===== config.mk =====
export PLATFORM = sky130hd
export DESIGN_NAME = mss_sequencer
export DESIGN_NICKNAME = d
export VERILOG_FILES = /design/src/common/mss_pkg.sv /design/src/rtl/mss_sequencer.sv
export SDC_FILE = /design/constraint.sdc
export NUM_CORES = 1
export LEC_CHECK = 0
export BUFFER_PORTS_ARGS = -buffer_cell sky130_fd_sc_hd__buf_2
export CAP_MARGIN = 20
export CORE_MARGIN = 10
export CORE_UTILIZATION = 58
export DETAILED_ROUTE_END_ITERATION = 6
export PLACE_DENSITY = 0.78
export SLEW_MARGIN = 15
export SYNTH_ARGS = -nofsm -noshare
export SYNTH_HDL_FRONTEND = slang
export SYNTH_SLANG_ARGS = --single-unit

===== constraint.sdc =====
create_clock -name pclk -period 2.75 [get_ports pclk]
set_input_delay 0.4125 -clock pclk [delete_from_list [all_inputs] [get_ports pclk]]
set_output_delay 0.4125 -clock pclk [all_outputs]
set_load 0.01 [all_outputs]

===== src/common/mss_pkg.sv =====
package mss_pkg;
    // Register byte offsets
    localparam logic [11:0] MSS_REG_CTRL     = 12'h000;
    localparam logic [11:0] MSS_REG_TIMES    = 12'h004;
    localparam logic [11:0] MSS_REG_DCBRK    = 12'h008;
    localparam logic [11:0] MSS_REG_FREQ     = 12'h00C;
    localparam logic [11:0] MSS_REG_RATED    = 12'h010;
    localparam logic [11:0] MSS_REG_STATUS   = 12'h014;
    localparam logic [11:0] MSS_REG_VOUT     = 12'h018;
    // Codes
    localparam logic [2:0]  MSS_STOP_DEC     = 3'h0;
    localparam logic [2:0]  MSS_STOP_DCBRAKE = 3'h1;
    localparam logic [2:0]  MSS_STOP_FREERUN = 3'h2;
    localparam logic [2:0]  MSS_STOP_POWER   = 3'h4;
    localparam logic [5:0]  MSS_FN_PREEXCITE = 6'h22;
    localparam logic [8:0]  MSS_VRATED_MIN   = 9'h064;
    localparam logic [8:0]  MSS_VRATED_MAX   = 9'h1E0;
    // Reset values (times in 10 ms ticks, freq in 0.01 Hz, level in %)
    localparam logic [12:0] MSS_RST_BLOCK    = 13'h000A;
    localparam logic [12:0] MSS_RST_DCTIME   = 13'h0064;
    localparam logic [12:0] MSS_RST_STARTBRK = 13'h0000;
    localparam logic [15:0] MSS_RST_DCFREQ   = 16'h01F4;
    localparam logic [7:0]  MSS_RST_LEVEL    = 8'h32;
    localparam logic [12:0] MSS_TIME_MAX     = 13'h1770;
    localparam logic [15:0] MSS_FREQ_MAX     = 16'h1770;
    // Tick timing
    localparam int          MSS_TICK_NS      = 10_000_000;
    localparam int          MSS_CLK_NS       = 4;
    localparam int          MSS_TICK_CYC     = MSS_TICK_NS / MSS_CLK_NS;

    typedef enum logic [2:0] {
        MSS_ST_STOP  = 3'b000,
        MSS_ST_DCST  = 3'b001,
        MSS_ST_RUN   = 3'b010,
        MSS_ST_DEC   = 3'b011,
        MSS_ST_BLOCK = 3'b100,
        MSS_ST_DCBRK = 3'b101
    } mss_state_t;

    typedef struct packed {
        logic        gate_on;
        logic        dc_inject;
        logic [7:0]  dc_level;
        logic        ramp_up;
        logic        ramp_down;
        logic        hold_ramp;
        logic        stall_en;
    } mss_drive_t;
endpackage : mss_pkg


===== src/rtl/mss_sequencer.sv =====
// Notes on behaviour
// RULE_01 - Rated voltage zero: output scaling from input voltage sampled while stopped.
// RULE_02 - Nonzero rated voltage 100..480 V is the output voltage at base frequency.
// RULE_03 - Above base frequency, clamp output voltage to a lower input voltage.
// RULE_04 - Start mode 0: run from stop ramps straight to reference, no DC.
// RULE_05 - Start mode 1: inject DC for start braking time, then accelerate.
// RULE_06 - Sensorless induction control suppresses DC before start.
// RULE_07 - Start and pre-excite DC amount capped at inverter rated current.
// RULE_08 - Stopped with function 34 input asserted: supply DC excitation.
// RULE_09 - Stop mode 0: ramp down to 0 Hz, then stop.
// RULE_10 - DC braking stop: decelerate, switch to DC at threshold frequency.
// RULE_11 - Block output for block interval before stop DC injection.
// RULE_12 - Stop DC injection lasts injection duration, then ends.
// RULE_13 - Stop braking level limited to inverter over motor rated current times 100.
// RULE_14 - Dwell frequency below DC threshold: skip dwell, brake instead.
// RULE_15 - Stop mode 2: output off at once, load coasts.
// RULE_16 - Stop mode 4: bus over threshold while decelerating flattens the slope.
// RULE_17 - Stall prevention and power braking only in deceleration; power braking wins.
// RULE_18 - Stop mode code 1 selects DC braking; codes 3, 5, 6 and 7 reserved.
// RULE_19 - Bus voltage threshold for power braking is a parameter.
//
// Implementation choices: the APB interface to the registers and the register offsets.
`timescale 1ns/1ns
`default_nettype none
module mss_sequencer
    import mss_pkg::*;
#(
    parameter logic [9:0] BUS_V_LIMIT = 10'h2EE,
    parameter int         TICK_CYC    = MSS_TICK_CYC
) (
    input  wire logic        pclk,
    input  wire logic        presetn,
    input  wire logic        psel,
    input  wire logic        penable,
    input  wire logic        pwrite,
    input  wire logic [11:0] paddr,
    input  wire logic [31:0] pwdata,
    output logic      [31:0] prdata,
    output logic             pready,
    output logic             pslverr,
    input  wire logic        run_cmd,
    input  wire logic [5:0]  mfi_function,
    input  wire logic        mfi_active,
    input  wire logic [15:0] out_freq,
    input  wire logic [15:0] ref_freq,
    input  wire logic [15:0] base_freq,
    input  wire logic [15:0] dwell_freq,
    input  wire logic [8:0]  input_volt,
    input  wire logic [9:0]  bus_volt,
    output mss_drive_t       drive,
    output logic      [8:0]  out_volt,
    output logic             dwell_skip
);
    if (TICK_CYC < 1) begin : g_tick_check
        $error("TICK_CYC must be at least 1");
    end

    // Configuration registers, then sequencer state and timers
    logic        start_dc;
    logic        sensorless_induction_control;
    logic [2:0]  stop_mode;
    logic [7:0]  stall_prevention_config;
    logic [12:0] start_brake_time;
    logic [12:0] output_block_interval;
    logic [12:0] dc_injection_duration;
    logic [7:0]  dc_brake_then_start_level;
    logic [7:0]  dc_injection_level;
    logic [15:0] dc_injection_threshold_freq;
    logic [8:0]  motor_rated_volt;
    logic [7:0]  level_cap;
    logic [8:0]  sampled_volt;
    mss_state_t  state;
    logic [12:0] ticks;
    logic [31:0] prescale;
    logic        tick;

    wire wr_en = psel && penable && pwrite;
    wire [12:0] wt_a = (pwdata[12:0] > MSS_TIME_MAX) ? MSS_TIME_MAX : pwdata[12:0];
    wire [12:0] wt_b = (pwdata[28:16] > MSS_TIME_MAX) ? MSS_TIME_MAX : pwdata[28:16];

    // Software writes; settings take effect at the access edge
    always_ff @(posedge pclk or negedge presetn) begin
        if (!presetn) begin
            start_dc                     <= 1'b0;
            sensorless_induction_control <= 1'b0;
            stop_mode                    <= MSS_STOP_DEC;
            stall_prevention_config      <= 8'h00;
            start_brake_time             <= MSS_RST_STARTBRK;
            output_block_interval        <= MSS_RST_BLOCK;
            dc_injection_duration        <= MSS_RST_DCTIME;
            dc_brake_then_start_level               <= MSS_RST_LEVEL;
            dc_injection_level           <= MSS_RST_LEVEL;
            dc_injection_threshold_freq  <= MSS_RST_DCFREQ;
            motor_rated_volt             <= 9'h000;
            level_cap                    <= 8'hFF;
        end else if (wr_en) begin
            case (paddr)
                MSS_REG_CTRL: begin
                    start_dc                     <= pwdata[0];
                    sensorless_induction_control <= pwdata[1];
                    // Reserved stop codes fall back to plain deceleration
                    stop_mode <= (pwdata[6:4] == 3'h3 || pwdata[6:4] > 3'h4) ? MSS_STOP_DEC : pwdata[6:4]; // RULE_18
                    stall_prevention_config      <= pwdata[15:8];
                end
                MSS_REG_TIMES: begin
                    output_block_interval <= wt_a;
                    dc_injection_duration <= wt_b;
                end
                MSS_REG_DCBRK: begin
                    start_brake_time   <= wt_a;
                    dc_brake_then_start_level     <= pwdata[23:16];
                    dc_injection_level <= pwdata[31:24];
                end
                MSS_REG_FREQ: begin
                    dc_injection_threshold_freq <= (pwdata[15:0] > MSS_FREQ_MAX) ? MSS_FREQ_MAX : pwdata[15:0];
                end
                MSS_REG_RATED: begin
                    // Out-of-range voltages are ignored to keep a valid setting
                    if (pwdata[8:0] == 9'h000 || (pwdata[8:0] >= MSS_VRATED_MIN && pwdata[8:0] <= MSS_VRATED_MAX))
                        motor_rated_volt <= pwdata[8:0];
                    level_cap <= pwdata[23:16];
                end
                default: ;
            endcase
        end
    end

    // APB answers with zero wait states; unmapped address errors
    always_comb begin
        pready  = 1'b1;
        pslverr = psel && penable && (paddr > MSS_REG_VOUT || paddr[1:0] != 2'b00);
    end

    always_ff @(posedge pclk or negedge presetn) begin
        if (!presetn) begin
            prdata <= 32'h0000_0000;
        end else if (psel && !penable && !pwrite) begin
            case (paddr)
                MSS_REG_CTRL:   prdata <= {16'h0000, stall_prevention_config, 1'b0, stop_mode, 2'b00,
                                           sensorless_induction_control, start_dc};
                MSS_REG_TIMES:  prdata <= {3'b000, dc_injection_duration, 3'b000, output_block_interval};
                MSS_REG_DCBRK:  prdata <= {dc_injection_level, dc_brake_then_start_level, 3'b000, start_brake_time};
                MSS_REG_FREQ:   prdata <= {16'h0000, dc_injection_threshold_freq};
                MSS_REG_RATED:  prdata <= {8'h00, level_cap, 7'h00, motor_rated_volt};
                MSS_REG_STATUS: prdata <= {16'h0000, ticks, state};
                MSS_REG_VOUT:   prdata <= {23'h000000, out_volt};
                default:        prdata <= 32'h0000_0000;
            endcase
        end
    end

    // 10 ms time base for all phase timers
    always_ff @(posedge pclk or negedge presetn) begin
        if (!presetn) begin
            prescale <= 32'h0000_0000;
            tick     <= 1'b0;
        end else begin
            tick     <= (prescale == 32'(TICK_CYC - 1));
            prescale <= (prescale == 32'(TICK_CYC - 1)) ? 32'h0000_0000 : prescale + 32'h0000_0001;
        end
    end

    wire dc_brake_then_start_ok  = start_dc && !sensorless_induction_control; // RULE_05 RULE_06
    wire preexcite    = mfi_active && (mfi_function == MSS_FN_PREEXCITE);
    wire at_threshold = out_freq <= dc_injection_threshold_freq;
    wire at_zero      = out_freq == 16'h0000;

    // Start and stop sequencing
    always_ff @(posedge pclk or negedge presetn) begin
        if (!presetn) begin
            state <= MSS_ST_STOP;
            ticks <= 13'h0000;
        end else begin
            case (state)
                MSS_ST_STOP: begin
                    ticks <= 13'h0000;
                    if (run_cmd)
                        state <= dc_brake_then_start_ok ? MSS_ST_DCST : MSS_ST_RUN; // RULE_04
                end
                MSS_ST_DCST: begin
                    if (!run_cmd) begin
                        state <= MSS_ST_STOP;
                    end else if (ticks >= start_brake_time) begin
                        state <= MSS_ST_RUN; // RULE_05
                        ticks <= 13'h0000;
                    end else if (tick) begin
                        ticks <= ticks + 13'h0001;
                    end
                end
                MSS_ST_RUN: begin
                    if (!run_cmd)
                        state <= (stop_mode == MSS_STOP_FREERUN) ? MSS_ST_STOP : MSS_ST_DEC; // RULE_15
                end
                MSS_ST_DEC: begin
                    if (run_cmd)
                        state <= MSS_ST_RUN;
                    else if (stop_mode == MSS_STOP_DCBRAKE && at_threshold) begin
                        state <= MSS_ST_BLOCK; // RULE_10
                        ticks <= 13'h0000;
                    end else if (at_zero)
                        state <= MSS_ST_STOP; // RULE_09
                end
                MSS_ST_BLOCK: begin
                    if (ticks >= output_block_interval) begin
                        state <= MSS_ST_DCBRK; // RULE_11
                        ticks <= 13'h0000;
                    end else if (tick) begin
                        ticks <= ticks + 13'h0001;
                    end
                end
                MSS_ST_DCBRK: begin
                    if (ticks >= dc_injection_duration)
                        state <= MSS_ST_STOP; // RULE_12
                    else if (tick)
                        ticks <= ticks + 13'h0001;
                end
                default: state <= MSS_ST_STOP;
            endcase
        end
    end

    // Capture input voltage only in the stop state so scaling never jumps mid-run
    always_ff @(posedge pclk or negedge presetn) begin
        if (!presetn)
            sampled_volt <= 9'h000;
        else if (state == MSS_ST_STOP)
            sampled_volt <= input_volt; // RULE_01
    end

    // Output voltage at base frequency, clamped above it
    always_ff @(posedge pclk or negedge presetn) begin
        if (!presetn)
            out_volt <= 9'h000;
        else if (motor_rated_volt == 9'h000)
            out_volt <= sampled_volt; // RULE_01
        else if (out_freq > base_freq && input_volt < motor_rated_volt)
            out_volt <= input_volt; // RULE_03
        else
            out_volt <= motor_rated_volt; // RULE_02
    end

    // Level caps: level_cap holds inverter/motor current ratio x100
    wire [7:0] start_lvl = (dc_brake_then_start_level > level_cap) ? level_cap : dc_brake_then_start_level;         // RULE_07
    wire [7:0] brake_lvl = (dc_injection_level > level_cap) ? level_cap : dc_injection_level; // RULE_13
    wire       decel     = state == MSS_ST_DEC;
    wire       power_brk = decel && stop_mode == MSS_STOP_POWER && bus_volt > BUS_V_LIMIT; // RULE_16 RULE_19

    // Drive outputs registered
    always_ff @(posedge pclk or negedge presetn) begin
        if (!presetn) begin
            drive      <= '0;
            dwell_skip <= 1'b0;
        end else begin
            drive.gate_on   <= state == MSS_ST_RUN || decel || state == MSS_ST_DCST || state == MSS_ST_DCBRK
                               || (state == MSS_ST_STOP && preexcite && !run_cmd);
            drive.dc_inject <= state == MSS_ST_DCST || state == MSS_ST_DCBRK
                               || (state == MSS_ST_STOP && preexcite && !run_cmd); // RULE_08
            drive.dc_level  <= (state == MSS_ST_DCBRK) ? brake_lvl :
                               (state == MSS_ST_DCST || state == MSS_ST_STOP) ? start_lvl : 8'h00;
            drive.ramp_up   <= state == MSS_ST_RUN && out_freq < ref_freq; // RULE_04
            drive.ramp_down <= decel && !power_brk;
            drive.hold_ramp <= power_brk; // RULE_16
            drive.stall_en  <= decel && stall_prevention_config[3] && stop_mode != MSS_STOP_POWER; // RULE_17
            dwell_skip      <= stop_mode == MSS_STOP_DCBRAKE && dwell_freq < dc_injection_threshold_freq; // RULE_14
        end
    end
endmodule : mss_sequencer
`default_nettype wire

==> results.sh <==
export IMPL_grt_max_degree=78
export IMPL_io_buffers=196
export IMPL_power_density_nw_per_um2=550
export IMPL_design_core_area_um2=21700
export IMPL_dieHeight_um=168
export IMPL_ys_seq_area_share_pct=42.6
export IMPL_rsz0062_at_grt="false"
export IMPL_cts_sinks=215
export IMPL_gp_congestion=0.925
export IMPL_reg2reg_depth=8
export IMPL_status="complete, but fails checks"
export IMPL_ys_flop_type="dfrtp_1"
export IMPL_vias_per_cell=6.09
export IMPL_synth_enable_flop_cells=0
export IMPL_die_area_um2=28200
export IMPL_grt_antenna_before_repair=1
export IMPL_yosys_area_top_type_share_pct=37.4
export IMPL_place_area_um2=14200
export IMPL_synthTopCellsByArea="dfrtp_1, ha_1, dfstp_2"
export IMPL_rrSetupSlack_ps=100
export IMPL_critPathMaxFanout=5
export IMPL_synthCells=1348
export IMPL_tritoncts="built"
export IMPL_htreeDepth=1
export IMPL_syn_nets=1615
export IMPL_cp_start_kind="flip-flop"
export IMPL_dp_hpwl_um=28800
export IMPL_grt_overflow_total=0
export IMPL_crit_type="flip-flop to flip-flop"
export IMPL_clk_latency_ps=510
export IMPL_avgSynthCellArea_um2=9.43
export IMPL_period_minus_slack_ps=2650
export IMPL_cts_buffers_inserted=24
export IMPL_drive_gt1_share_pct=22.1
export IMPL_synth_warnings=0
export IMPL_io_pins=198
export IMPL_firstDrtPassIters=7
export IMPL_drt_iter0_markers=1131
export IMPL_setup_worst_path_end_class="flip-flop"
export IMPL_violations="design-rule violations"
export IMPL_setup_tns_ps=0
export IMPL_drt_wl_total_um=37300
export IMPL_hold_path_class="input pin to flip-flop"
export IMPL_cts_root_buf="clkbuf_16"
export IMPL_finalHoldViolations=0
export IMPL_first_global_vias=11400
export IMPL_area_growth_pct=18.6
export IMPL_path_clk_slew_ps=60
export IMPL_vias=11300
export IMPL_async_reset_ff_share_pct=100
export IMPL_detail_route_antenna_nets=0
export IMPL_setup_viol=0
export IMPL_stdcell_area_um2=15100
export IMPL_grt_pass1_wl_um=59300
export IMPL_ir_worst_vdd_mv=0.514
export IMPL_crit_required_ps=3200
export IMPL_fp_dieW_um=168
export IMPL_synth_most_common_cell="dfrtp_1"
export IMPL_holdPathStages=3
export IMPL_syn_area_um2=12700
export IMPL_initial_core_util_pct=58.6
export IMPL_fin_nets=1831
export IMPL_worst_pin_slew_ps=851
export IMPL_p_leak_nw=7.53
export IMPL_yosys_top_cells_count="dfrtp_1, nand2_1, ha_1, inv_1, o21ai_0"
export IMPL_crit_arrival_ps=3110
export IMPL_grt_use_total_pct=25.4
export IMPL_finalMaxSlewViolations=0
export IMPL_cap_violations=0
export IMPL_timing_fmax_mhz=377
export IMPL_wl_per_cell_um=20.0
export IMPL_placementRows=54
export IMPL_synth_distinct_cells=70
export IMPL_finalCritPeriodShare_pct=96.5
export IMPL_fin_worst_skew_ps=7.23
export IMPL_ys_ff_latch=215
export IMPL_clock_path_buffers=3
export IMPL_yosysTopAreaCell="dfrtp_1"
export IMPL_relSlewSlack_pct=42.7
export IMPL_drc=3
[registers in the layout (all words and copies together) (netlist names)]
signal and flops:
stop_mode 3, sensorless_induction_control 1, state 3, start_dc 1, start_brake_time 13, dc_injection_threshold_freq 16, dc_brake_then_start_level 8, dwell_skip 1
out_volt 9, motor_rated_volt 9, tick 1, drive 14, sampled_volt 9, output_block_interval 13, stall_prevention_config 8, ticks 13
level_cap 8, dc_injection_level 8, prescale 32, dc_injection_duration 13, prdata 32
[what timing repair did]
item,CTS,global route
setup endpoints to repair,0,15
buffers inserted,0,0
gates resized for setup,0,6
hold endpoints to repair,57,0
hold buffers,1,0
[cells by family after synthesis]
group / Yosys count / synth area share (%)
simple gates: 437 / 16.9
compound gates: 329 / 17.0
flops: 215 / 42.6
buf+inv: 170 / 5.40
fa+ha+maj: 127 / 12.5
mux: 38 / 3.41
xor+xnor: 31 / 2.14
other cells: 1 / 0.0295
[cell usage in the layout, fill, tap and decap left out, types with 7 or more instances in the layout]
cell	synthesis	layout
a21o_1	17	17
a221oi_1	9	9
xor2_1	14	14
a22oi_1	14	14
nor2_1	85	85
a222oi_1	20	20
a31oi_1	8	8
o22ai_1	8	8
o21ai_1	9	10
a21oi_1	68	68
nand2_1	155	155
nor2b_1	20	20
buf_2	14	195
dfstp_2	25	25
and2_1	10	10
nand4_1	27	27
nand2b_1	20	20
ha_1	127	127
o221ai_1	10	10
buf_4	4	40
mux2i_1	8	8
and3_1	12	12
clkbuf_8	0	7
dfrtp_1	190	190
clkbuf_16	0	25
mux2_2	26	26
nand3_1	44	44
nor4_1	13	11
a2bb2oi_1	9	9
o21ai_0	100	99
inv_1	118	118
a22o_1	8	8
xnor2_1	17	17
nor3_1	18	18
[through the flow]
| stage | total power, mW | std cells | utilization (%) | setup slack, ps | hold slack (ps) |
|---|---|---|---|---|---|
| after CTS | 8.29 | 1861 | 69.3 | 15.0 | 82.1 |
| after detailed placement | 5.02 | 1817 | 65.5 | -96.3 | 455 |
| after global placement | 4.98 | 1817 | 65.5 | -36.7 | 448 |
| after global routing | 8.60 | 1862 | 69.5 | 11.0 | 105 |
| final | 8.30 | 1862 | 69.5 | 95.6 | 96.1 |
| after floorplan | 4.32 | 1348 | - | 281 | 117 |
[worst max-delay path: stages (launching register included)]
cell and delay [ps]:
dfrtp_1 400, inv_1 90, ha_1 310, a21o_1 170, a211oi_1 240, o21ai_0 170
o2111a_1 200, nor4_1 740, a221o_1 270
[area by class of cell]
| class | count | area, um^2 |
|---|---|---|
| multi-input combinational | 963 | 6660 |
| clock inverter | 6 | 80.1 |
| antenna | 1 | 2.50 |
| sequential | 215 | 5410 |
| fill | 1665 | 6620 |
| clock buffer | 37 | 731 |
| tap | 280 | 350 |
| inverter | 118 | 443 |
| timing repair buffer | 242 | 1400 |
[path summary, 6_finish.rpt]
check | startpoint | endpoint
max in group asynchronous | presetn | output_block_interval[1]$_DFFE_PN1P_
worst min register to register | prdata[31]$_DFFE_PN0P_ | prdata[31]$_DFFE_PN0P_
worst max register to register | motor_rated_volt[4]$_DFFE_PN0P_ | out_volt[1]$_DFF_PN0_
min in group asynchronous | presetn | prdata[27]$_DFFE_PN0P_
worst max-delay path | motor_rated_volt[4]$_DFFE_PN0P_ | out_volt[1]$_DFF_PN0_
worst min-delay path | pwdata[29] | dc_injection_level[5]$_DFFE_PN1P_
[report_power, final]
group | switching [mW] | internal (mW) | leakage (nW) | total (mW)
Clock | 1.27 | 2.01 | 0.402 | 3.27
Sequential | 0.190 | 3.39 | 2.70 | 3.58
Combinational | 0.812 | 0.631 | 4.42 | 1.44
[per-layer routing]
layer	track usage [%]	up-vias	share of wire, %
met1	33.4	5454	41
li1	-	5285	-
met3	5.40	86	8.7
met4	8.14	0	3.2
met2	41.1	510	47
met5	0	-	0
Note: power is estimated with default switching activity, not from simulation.
